[src/hw/fsrs_map.vh]
// Purpose: constants of the fail-safe reset supervisor
// Assumes: 20 MHz clock, 50 ns period
// Notes:   times in ns, counts derived by rounding as documented per use
`ifndef FSRS_MAP_VH
`define FSRS_MAP_VH

// ==================================================
// register offsets
`define FSRS_ADDR_W        4
`define FSRS_REG_CTRL      4'h0
`define FSRS_REG_STATUS    4'h1
`define FSRS_REG_IRQ_STAT  4'h2
`define FSRS_REG_IRQ_MASK  4'h3
`define FSRS_REG_COUNTS    4'h4
`define FSRS_REG_CFG       4'h5

// ==================================================
// ctrl fields
`define FSRS_CTRL_SPI_OK   0
`define FSRS_CTRL_CLR_FS   1
`define FSRS_CTRL_WD_OFF   2
`define FSRS_CTRL_OT_EN    3
// cfg fields
`define FSRS_CFG_SINGLE    0
`define FSRS_CFG_FC_LIM_LO 4
`define FSRS_CFG_RESET     8'h31

// ==================================================
// irq bits
`define FSRS_IRQ_W         6
`define FSRS_IRQ_VIO       0
`define FSRS_IRQ_WD        1
`define FSRS_IRQ_CLAMP     2
`define FSRS_IRQ_TMO       3
`define FSRS_IRQ_FC_OVF    4
`define FSRS_IRQ_FS        5

// ==================================================
// timing
`define FSRS_CLK_NS        50
`define FSRS_T_FLTR_NS     1000
`define FSRS_T_D_RST_NS    10000
`define FSRS_T_TO_RST_NS   100000
`define FSRS_T_REL_NS      5000
`define FSRS_T_WD_NS       200000
`define FSRS_FLTR_CYC      ((`FSRS_T_FLTR_NS + `FSRS_CLK_NS - 1) / `FSRS_CLK_NS)
`define FSRS_D_RST_CYC     ((`FSRS_T_D_RST_NS + `FSRS_CLK_NS - 1) / `FSRS_CLK_NS)
`define FSRS_TO_RST_CYC    (`FSRS_T_TO_RST_NS / `FSRS_CLK_NS)
`define FSRS_REL_CYC       (`FSRS_T_REL_NS / `FSRS_CLK_NS)
`define FSRS_WD_CYC        (`FSRS_T_WD_NS / `FSRS_CLK_NS)
`define FSRS_WATCHDOG_FAIL_COUNTER_MAX      3'h7

`endif

[src/hw/fsrs_supervisor.v]
// Purpose: fail-safe reset supervisor: reset line, watchdog, limp-home
// Assumes: host serves the watchdog by pulse; pins synchronised here
// Notes:   vio faults arrive as filtered flags from the supply monitor
//
// Operation
// - config picks single-violation or continued-violation entry into fail-safe
// - violations: vio fault, watchdog, reset clamp, reset timeout, counter overflow
// - idle state holds reset low awaiting system reset mode
// - init drives reset low and starts reset timeout timer
// - timing state keeps reset low for hold duration
// - on completion reset line released, released state entered
// - software development mode keeps the watchdog off
// - bad trigger or overflow restarts watchdog, increments fail counter
// - fail-safe entry enables limp-home low, clears cycle counter
// - standby with pending interrupt clears watchdog standby disable
// - overtemp drop to listen-only keeps overtemp detection on
// - four prioritised exits evaluated before all other transitions
// - direct normal start also enters software development mode
// - valid serial message then reset loop goes to standby
// - no valid serial message then reset loop returns to normal
// - interrupt pending when any status bit set, shown on receive line
`include "fsrs_map.vh"
`timescale 1ns/1ps
`default_nettype none

module fsrs_supervisor
(
  input  wire        clk,
  input  wire        rst,
  input  wire        ce,
  input  wire [3:0]  addr,
  input  wire [31:0] wdata,
  input  wire        wr_stb,
  input  wire        rd_stb,
  output reg  [31:0] rdata,
  input  wire        rst_line_in,
  output wire        rst_line_out,
  output wire        rst_line_oe,
  output wire        limp_home_output_n,
  input  wire        vio_nok,
  input  wire        direct_normal_start,
  input  wire        sys_reset_mode,
  input  wire        sys_standby_mode,
  input  wire        sys_normal_mode,
  input  wire        overtemp,
  input  wire        wd_trigger,
  input  wire        wd_trigger_bad,
  output wire        rxd_int_n,
  output wire        irq,
  output wire        go_standby,
  output wire        go_normal,
  output wire        go_listen_only,
  output wire        ot_detect_en,
  output wire        wd_running
);

// ==================================================
// pin synchronisers
reg [1:0] rsti_sync_ff;
reg [1:0] vio_sync_ff;
wire      rsti_s = rsti_sync_ff[1];
wire      vio_s  = vio_sync_ff[1];

always @(posedge clk)
begin
  if (rst)
  begin
    rsti_sync_ff <= 2'h0;
    vio_sync_ff  <= 2'h0;
  end
  else if (ce)
  begin
    rsti_sync_ff <= {rsti_sync_ff[0], rst_line_in};
    vio_sync_ff  <= {vio_sync_ff[0], vio_nok};
  end
end

// ==================================================
// states
localparam [9:0] S_IDLE = 10'h001;
localparam [9:0] S_INIT = 10'h002;
localparam [9:0] S_TIM  = 10'h004;
localparam [9:0] S_REL  = 10'h008;
localparam [9:0] S_SDM  = 10'h010;
localparam [9:0] S_ACT  = 10'h020;
localparam [9:0] S_WRES = 10'h040;
localparam [9:0] S_WRF  = 10'h080;
localparam [9:0] S_FS   = 10'h100;
localparam [9:0] S_INCR = 10'h200;

reg [9:0]  state_ff;
reg [9:0]  nxt_state;
reg [12:0] tmo_ff;
reg [12:0] nxt_tmo;
reg [8:0]  hold_ff;
reg [8:0]  nxt_hold;
reg [4:0]  flt_hi_ff;
reg [4:0]  flt_lo_ff;
reg [15:0] wd_ff;
reg [15:0] nxt_wd;
reg [2:0]  watchdog_fail_counter_ff;
reg [2:0]  nxt_watchdog_fail_counter;
reg [3:0]  failsafe_cycle_counter_ff;
reg [3:0]  nxt_failsafe_cycle_counter;
reg        sdm_ff;
reg        spi_ok_ff;
reg        wd_off_ff;
reg        ot_en_ff;
reg        lo_ot_ff;
reg        loop_seen_ff;
reg [7:0]  cfg_ff;
reg [5:0]  mask_ff;
reg [5:0]  stat_ff;
reg [5:0]  ev;
reg        srm_q_ff;

wire rstn_high  = (flt_hi_ff == `FSRS_FLTR_CYC);
wire ext_trig   = (flt_lo_ff == `FSRS_FLTR_CYC);
wire single_cfg = cfg_ff[`FSRS_CFG_SINGLE];
wire [2:0] fc_lim = cfg_ff[6:4];
wire in_reset   = state_ff[0] | state_ff[1] | state_ff[2];
wire wr_ctrl    = wr_stb & (addr == `FSRS_REG_CTRL);
wire exit_ok    = ~state_ff[8] & ~state_ff[9];
wire srm_rise   = sys_reset_mode & ~srm_q_ff;

// ==================================================
// reset-line filters
always @(posedge clk)
begin
  if (rst)
  begin
    flt_hi_ff <= 5'h00;
    flt_lo_ff <= 5'h00;
  end
  else if (ce)
  begin
    if (!rsti_s)
      flt_hi_ff <= 5'h00;
    else if (!rstn_high)
      flt_hi_ff <= flt_hi_ff + 5'h01;
    if (rsti_s)
      flt_lo_ff <= 5'h00;
    else if (!ext_trig)
      flt_lo_ff <= flt_lo_ff + 5'h01;
  end
end

// ==================================================
// fail-safe state machine
always @*
begin
  nxt_state = state_ff;
  nxt_tmo   = tmo_ff;
  nxt_hold  = hold_ff;
  nxt_wd    = wd_ff;
  nxt_watchdog_fail_counter  = watchdog_fail_counter_ff;
  nxt_failsafe_cycle_counter  = failsafe_cycle_counter_ff;
  ev        = 6'h00;
  // incr is a one-cycle step: a held fault must not pin it; rel has its own check
  if (vio_s && exit_ok)
  begin
    ev[`FSRS_IRQ_VIO] = 1'b1;
    nxt_state = single_cfg ? S_FS : S_INCR;
  end
  else if (ext_trig && exit_ok && !in_reset && !state_ff[3])
  begin
    ev[`FSRS_IRQ_CLAMP] = 1'b1;
    nxt_state = single_cfg ? S_FS : S_INCR;
  end
  else if (in_reset && !state_ff[0] && tmo_ff == `FSRS_TO_RST_CYC)
  begin
    ev[`FSRS_IRQ_TMO] = 1'b1;
    nxt_state = single_cfg ? S_FS : S_INCR;
  end
  else if (state_ff[3] && hold_ff == `FSRS_REL_CYC && !rstn_high)
  begin
    ev[`FSRS_IRQ_CLAMP] = 1'b1;
    nxt_state = single_cfg ? S_FS : S_INCR;
  end
  else
  begin
    case (state_ff)
      S_IDLE:
      begin
        if (sys_reset_mode)
        begin
          nxt_state = S_INIT;
          nxt_tmo   = 13'h0000;
        end
      end
      S_INIT:
      begin
        nxt_tmo   = tmo_ff + 13'h0001;
        nxt_hold  = 9'h000;
        nxt_state = S_TIM;
      end
      S_TIM:
      begin
        nxt_tmo = tmo_ff + 13'h0001;
        if (hold_ff == `FSRS_D_RST_CYC)
        begin
          nxt_state = S_REL;
          nxt_hold  = 9'h000;
        end
        else
          nxt_hold = hold_ff + 9'h001;
      end
      S_REL:
      begin
        if (rstn_high)
        begin
          nxt_wd    = 16'h0000;
          nxt_state = sdm_ff ? S_SDM : S_WRES;
        end
        else if (hold_ff != `FSRS_REL_CYC)
          nxt_hold = hold_ff + 9'h001;
      end
      S_SDM:
      begin
        if (srm_rise)
          nxt_state = S_IDLE;
        else if (!sdm_ff)
          nxt_state = S_WRES;
      end
      S_WRES:
      begin
        nxt_wd    = 16'h0000;
        nxt_state = S_ACT;
      end
      S_ACT:
      begin
        if (srm_rise)
          nxt_state = S_IDLE;
        else if (sdm_ff)
          nxt_state = S_SDM;
        else if (wd_trigger_bad || (wd_running && wd_ff == `FSRS_WD_CYC))
          nxt_state = S_WRF;
        else if (wd_trigger)
          nxt_state = S_WRES;
        else if (wd_running)
          nxt_wd = wd_ff + 16'h0001;
      end
      S_WRF:
      begin
        ev[`FSRS_IRQ_WD] = 1'b1;
        nxt_wd   = 16'h0000;
        nxt_watchdog_fail_counter = watchdog_fail_counter_ff + 3'h1;
        if (single_cfg || watchdog_fail_counter_ff == `FSRS_WATCHDOG_FAIL_COUNTER_MAX - 3'h1)
          nxt_state = S_INCR;
        else
          nxt_state = S_ACT;
      end
      S_INCR:
      begin
        nxt_watchdog_fail_counter = 3'h0;
        if (failsafe_cycle_counter_ff[2:0] >= fc_lim || single_cfg)
        begin
          ev[`FSRS_IRQ_FC_OVF] = ~single_cfg;
          nxt_state = S_FS;
        end
        else
        begin
          nxt_failsafe_cycle_counter  = failsafe_cycle_counter_ff + 4'h1;
          nxt_state = S_IDLE;
        end
      end
      S_FS:
      begin
        nxt_failsafe_cycle_counter = 4'h0;
        ev[`FSRS_IRQ_FS] = ~state_ff[8];
      end
      default:
        nxt_state = S_IDLE;
    endcase
  end
  if (nxt_state == S_FS && !state_ff[8])
  begin
    ev[`FSRS_IRQ_FS] = 1'b1;
    nxt_failsafe_cycle_counter = 4'h0;
  end
end

always @(posedge clk)
begin
  if (rst)
  begin
    state_ff                  <= S_IDLE;
    tmo_ff                    <= 13'h0000;
    hold_ff                   <= 9'h000;
    wd_ff                     <= 16'h0000;
    watchdog_fail_counter_ff                   <= 3'h0;
    failsafe_cycle_counter_ff <= 4'h0;
  end
  else if (ce)
  begin
    state_ff                  <= (state_ff[8] && wr_ctrl && wdata[`FSRS_CTRL_CLR_FS]) ? S_IDLE : nxt_state;
    tmo_ff                    <= nxt_tmo;
    hold_ff                   <= nxt_hold;
    wd_ff                     <= nxt_wd;
    watchdog_fail_counter_ff                   <= nxt_watchdog_fail_counter;
    failsafe_cycle_counter_ff <= nxt_failsafe_cycle_counter;
  end
end

// ==================================================
// mode flags and software control
wire irq_pend = |stat_ff;

always @(posedge clk)
begin
  if (rst)
  begin
    sdm_ff       <= 1'b0;
    spi_ok_ff    <= 1'b0;
    wd_off_ff    <= 1'b0;
    ot_en_ff     <= 1'b1;
    lo_ot_ff     <= 1'b0;
    loop_seen_ff <= 1'b0;
    srm_q_ff     <= 1'b0;
    cfg_ff       <= `FSRS_CFG_RESET;
    mask_ff      <= 6'h00;
    stat_ff      <= 6'h00;
  end
  else if (ce)
  begin
    if (direct_normal_start)
      sdm_ff <= 1'b1;
    if (direct_normal_start)
      spi_ok_ff <= 1'b0;
    else if (wr_ctrl && wdata[`FSRS_CTRL_SPI_OK])
      spi_ok_ff <= 1'b1;
    if (sys_standby_mode && irq_pend)
      wd_off_ff <= 1'b0;
    else if (wr_ctrl)
      wd_off_ff <= wdata[`FSRS_CTRL_WD_OFF];
    if (sys_normal_mode && overtemp)
      lo_ot_ff <= 1'b1;
    else if (!overtemp)
      lo_ot_ff <= 1'b0;
    if (wr_ctrl)
      ot_en_ff <= wdata[`FSRS_CTRL_OT_EN];
    loop_seen_ff <= sdm_ff & state_ff[3] & rstn_high;
    srm_q_ff     <= sys_reset_mode;
    if (wr_stb && addr == `FSRS_REG_CFG)
      cfg_ff <= wdata[7:0];
    if (wr_stb && addr == `FSRS_REG_IRQ_MASK)
      mask_ff <= wdata[5:0];
    // set wins over the write-one clear
    if (wr_stb && addr == `FSRS_REG_IRQ_STAT)
      stat_ff <= (stat_ff & ~wdata[5:0]) | ev;
    else
      stat_ff <= stat_ff | ev;
  end
end

// ==================================================
// outputs
assign rst_line_out       = 1'b0;
assign rst_line_oe        = in_reset;
assign limp_home_output_n = ~state_ff[8];
assign rxd_int_n          = ~irq_pend;
assign irq                = |(stat_ff & mask_ff);
assign go_standby         = loop_seen_ff & spi_ok_ff;
assign go_normal          = loop_seen_ff & ~spi_ok_ff;
assign go_listen_only     = lo_ot_ff;
assign ot_detect_en       = ot_en_ff | lo_ot_ff;
assign wd_running         = ~sdm_ff & (state_ff[5] | state_ff[6] | state_ff[7]) & (~sys_standby_mode | ~wd_off_ff);

// ==================================================
// register read, data one cycle later
always @(posedge clk)
begin
  if (rst)
    rdata <= 32'h00000000;
  else if (ce)
  begin
    rdata <= 32'h00000000;
    if (rd_stb)
    begin
      case (addr)
        `FSRS_REG_CTRL:     rdata <= {28'h0000000, ot_en_ff, wd_off_ff, 1'b0, spi_ok_ff};
        `FSRS_REG_STATUS:   rdata <= {20'h00000, sdm_ff, ~limp_home_output_n, state_ff};
        `FSRS_REG_IRQ_STAT: rdata <= {26'h0000000, stat_ff};
        `FSRS_REG_IRQ_MASK: rdata <= {26'h0000000, mask_ff};
        `FSRS_REG_COUNTS:   rdata <= {25'h0000000, watchdog_fail_counter_ff, failsafe_cycle_counter_ff};
        `FSRS_REG_CFG:      rdata <= {24'h000000, cfg_ff};
        default:            rdata <= 32'h00000000;
      endcase
    end
  end
end

endmodule // fsrs_supervisor
`default_nettype wire

[config.mk]
export PLATFORM = sky130hd
export DESIGN_NAME = fsrs_supervisor
export DESIGN_NICKNAME = d
export VERILOG_FILES = /design/src/hw/fsrs_supervisor.v
export VERILOG_INCLUDE_DIRS = /design/src /design/src/hw
export SDC_FILE = /design/constraint.sdc
export NUM_CORES = 1
export LEC_CHECK = 0
export ABC_AREA = 1
export BUFFER_PORTS_ARGS = -buffer_cell sky130_fd_sc_hd__buf_4
export CAP_MARGIN = 0
export CORE_ASPECT_RATIO = 1.2
export CORE_MARGIN = 3
export CORE_UTILIZATION = 46
export DETAILED_ROUTE_END_ITERATION = 8
export PLACE_DENSITY_LB_ADDON = 0.3
export SYNTH_ARGS = -nofsm -noshare
export SYNTH_HDL_FRONTEND = slang
export SYNTH_SLANG_ARGS = --single-unit
[constraint.sdc]
create_clock -name clk -period 6.3 [get_ports clk]
set_clock_uncertainty 0.2 [all_clocks]
set_input_delay 0.63 -clock clk [delete_from_list [all_inputs] [get_ports clk]]
set_output_delay 0.63 -clock clk [all_outputs]
set_load 0.05 [all_outputs]
==> impl_metrics.toml <==
[critical_path]
startpoint = "state_ff[3]"
crit_path_frequent_cell = "nand3_1"
critPathLaunchType = "register"
crit_type = "register to register"
critical_path_arrival_ps = 2760
cp-end-kind = "register"
crit_slowest_cell = "dfxtp_1"
worstPathMaxFanout = 12
max_stage_delay_ps = 580
path_cells = "inv_1, nand2_1, nor3_1, nand3_1, nand2_2, o21ai_2, clkinv_1, nand3_1, a21oi_1"
rr_startpoint = "state_ff[3]"
cp.required_ps = 6300

[yosys]
yosys_warnings = 0
syn_area_um2 = 6680
yosysSeqAreaShare = 0.321
ys_seq_elements = 107
yosysUniqueCellTypes = 53
syn-instance-count = 995
synth.avg_cell_area_um2 = 6.71

[die]
die_w_um = 116
fp.dieH_um = 138
coreArea_um2 = 14000
row_count = 47
io_pins = 92
dieArea_um2 = 16000
initial_core_util = 0.477

[global_route]
antenna_found_initial = 0
grt_usage = 0.219
grt_pass1_wl_mm = 27.9
grt_max_degree = 68
grt_pass1_vias = 5787
grt_overflow_total = 0

[timing]
worst_slew_pin_slew_ps = 1130
slew_headroom = 0.243
whs_ps = 262
fin_crit_sh = 0.438
rsz0062_at_grt = "false"
fmax_ghz = 0.362
slew_violations = 0
layout_min_cycle_time_ps = 2760
setup_tns_ps = 0
hold_viol = 0
finalSetupViolations = 0

[drt]
drt.antenna.violating_nets = 0
dr_wl_met3_um = 773
drt_iter0_drc = 417
routed_wl_mm = 16.8
drt-met1-wl_mm = 7.55
top_layer = "met4"
vias = 6376
drtPass1Iterations = 5
viasPerCell = 5.31
wl_met2_mm = 7.94
drc = 0
wire_per_inst_um = 14.0

[min_path]
min_path_type = "register to register"
min_from = "cfg_ff[3]"

[power_and_ir_drop]
p_sw_frac = 0.278
power_frac_comb = 0.120
power.leakage_nw = 2.96
p_seq_frac = 0.485
p_sw_mw = 0.401
clkPwrFrac = 0.395
vdd_ir_drop_max_mv = 0.109
p_int_mw = 1.04
powerDensity_nw_per_um2 = 197

[finish]
area_delta_synth_final_pct = 9.37
final_nets = 1092
finish.utilization = 0.522
num_antenna_cells = 0
drive_above_1_share = 0.118
instances_no_fill = 1201

[clock_network]
clkLatencyLatePin_ps = 360
clk_path_buf_depth = 2
cts_tree = "built"
cts_hold_buf = 0
cts.sinks = 107
post_cts_buffers = 0
cts_resized = 0
clk_pin_slew_ps = 70
h-tree-depth = 3
cts_buffers = 9
cts_root_buf = "clkbuf_16"

[flow_run]
max_cap_violations = 0

[status]
status = "complete, no violations"

[place]
place_inst = 1186
gp_congestion = 0.896
dpl.hpwl_mm = 12.7
port_buffers = 46
[critical path, delay by kind of cell (launching register included)]
| kind | cells | cell delay (ps) |
|---|---|---|
| buffers and inverters | 2 | 630 |
| AOI/OAI and AO/OA | 2 | 540 |
| and+or+nand+nor | 5 | 660 |
| DFF | 1 | 580 |
[layout by cell type, fill, tap and decap left out, drive strengths merged, types with 16 or more instances in the layout]
master	n
nand4	25
conb	21
buf	48
inv	126
nor2	115
ha	16
a21oi	104
nand2	220
xor2	21
nor3	25
o21ai	53
nand3	80
dfxtp	107
[cell families after synthesis]
logic type / count (synthesis) / synth area share
buffers and inverters: 179 / 0.122
other: 1 / 0.000562
flip-flops: 107 / 0.321
XOR/XNOR: 26 / 0.0341
adder cells (fa/ha/maj): 16 / 0.0300
AND/OR/NAND/NOR: 475 / 0.329
AO/OA/AOI/OAI: 191 / 0.164
[per-stage QoR]
stage / power (mW) / worst slack (ps) / instance area, um2
finish: 1.44 / 3540 / 7300
global route: 1.50 / 3290 / 7300
CTS: 1.46 / 3560 / 7300
detailed placement: 0.887 / 3350 / 7010
global placement: 0.886 / 3380 / 7010
floorplan: 0.852 / 3930 / 6750
[path summary, 6_finish.rpt]
kind,to,slack [ps],cells past startpoint
worst max-delay path,tmo_ff[6],3540,9
worst min-delay path,cfg_ff[3],260,2
worst max register to register,tmo_ff[6],3540,9
worst min register to register,cfg_ff[3],260,2
[power groups by stage]
stage | combinational, mW | sequential [mW] | clock, mW
2_1_floorplan | 0.141 | 0.711 | 0
3_5_place_dp | 0.172 | 0.715 | 0
3_3_place_gp | 0.171 | 0.715 | 0
4_1_cts | 0.173 | 0.699 | 0.583
6_report | 0.173 | 0.699 | 0.570
5_1_grt | 0.192 | 0.701 | 0.612
[sequential cells by signal, summed over array words and instances, names as in the netlist, 5 cells and up]
name       flops
wd_ff         16
tmo_ff        13
rdata         11
state_ff      10
hold_ff        9
cfg_ff         8
mask_ff        6
stat_ff        6
flt_hi_ff      5
flt_lo_ff      5
[layout make-up]
cell class                 count  area, um2
timing repair buffer          48        360
inverter                     131        495
sequential                   107       2140
multi-input combinational    729       3800
tap                          171        214
clock buffer                  10        229
clock inverter                 5       63.8
fill                        1452       6690
[per-layer routing]
metal | up-vias | track usage
li1 | 3284 | -
met1 | 2899 | 0.283
met2 | 162 | 0.362
met3 | 31 | 0.0258
met4 | 0 | 0.103
met5 | - | 0
[synth_stat cells, drive strengths merged]
| library cell | number | area share |
|---|---|---|
| nor4 | 2 | 0.0028 |
| a31oi | 2 | 0.0019 |
| o31ai | 3 | 0.0034 |
| o221ai | 5 | 0.0066 |
| nor3 | 25 | 0.021 |
| nand2 | 220 | 0.13 |
| nor3b | 4 | 0.0045 |
| xnor2 | 5 | 0.0066 |
| o211ai | 4 | 0.0045 |
| o21ai | 53 | 0.041 |
| a211oi | 2 | 0.0022 |
| a311oi | 1 | 0.0013 |
| buf | 32 | 0.038 |
| a21oi | 104 | 0.086 |
| ha | 16 | 0.030 |
| a221oi | 2 | 0.0026 |
| o22ai | 12 | 0.011 |
| clkbuf | 16 | 0.0090 |
| inv | 125 | 0.071 |
| clkinv | 6 | 0.0036 |
| conb | 1 | 0.00056 |
| or2 | 2 | 0.0019 |
| nand3b | 2 | 0.0022 |
| nor2 | 115 | 0.075 |
| nand4 | 25 | 0.024 |
| dfxtp | 107 | 0.32 |
| nand3 | 80 | 0.067 |
| xor2 | 21 | 0.028 |
| o21bai | 1 | 0.0017 |
| a21o | 2 | 0.0022 |
Power figures use the tool's default switching activity.
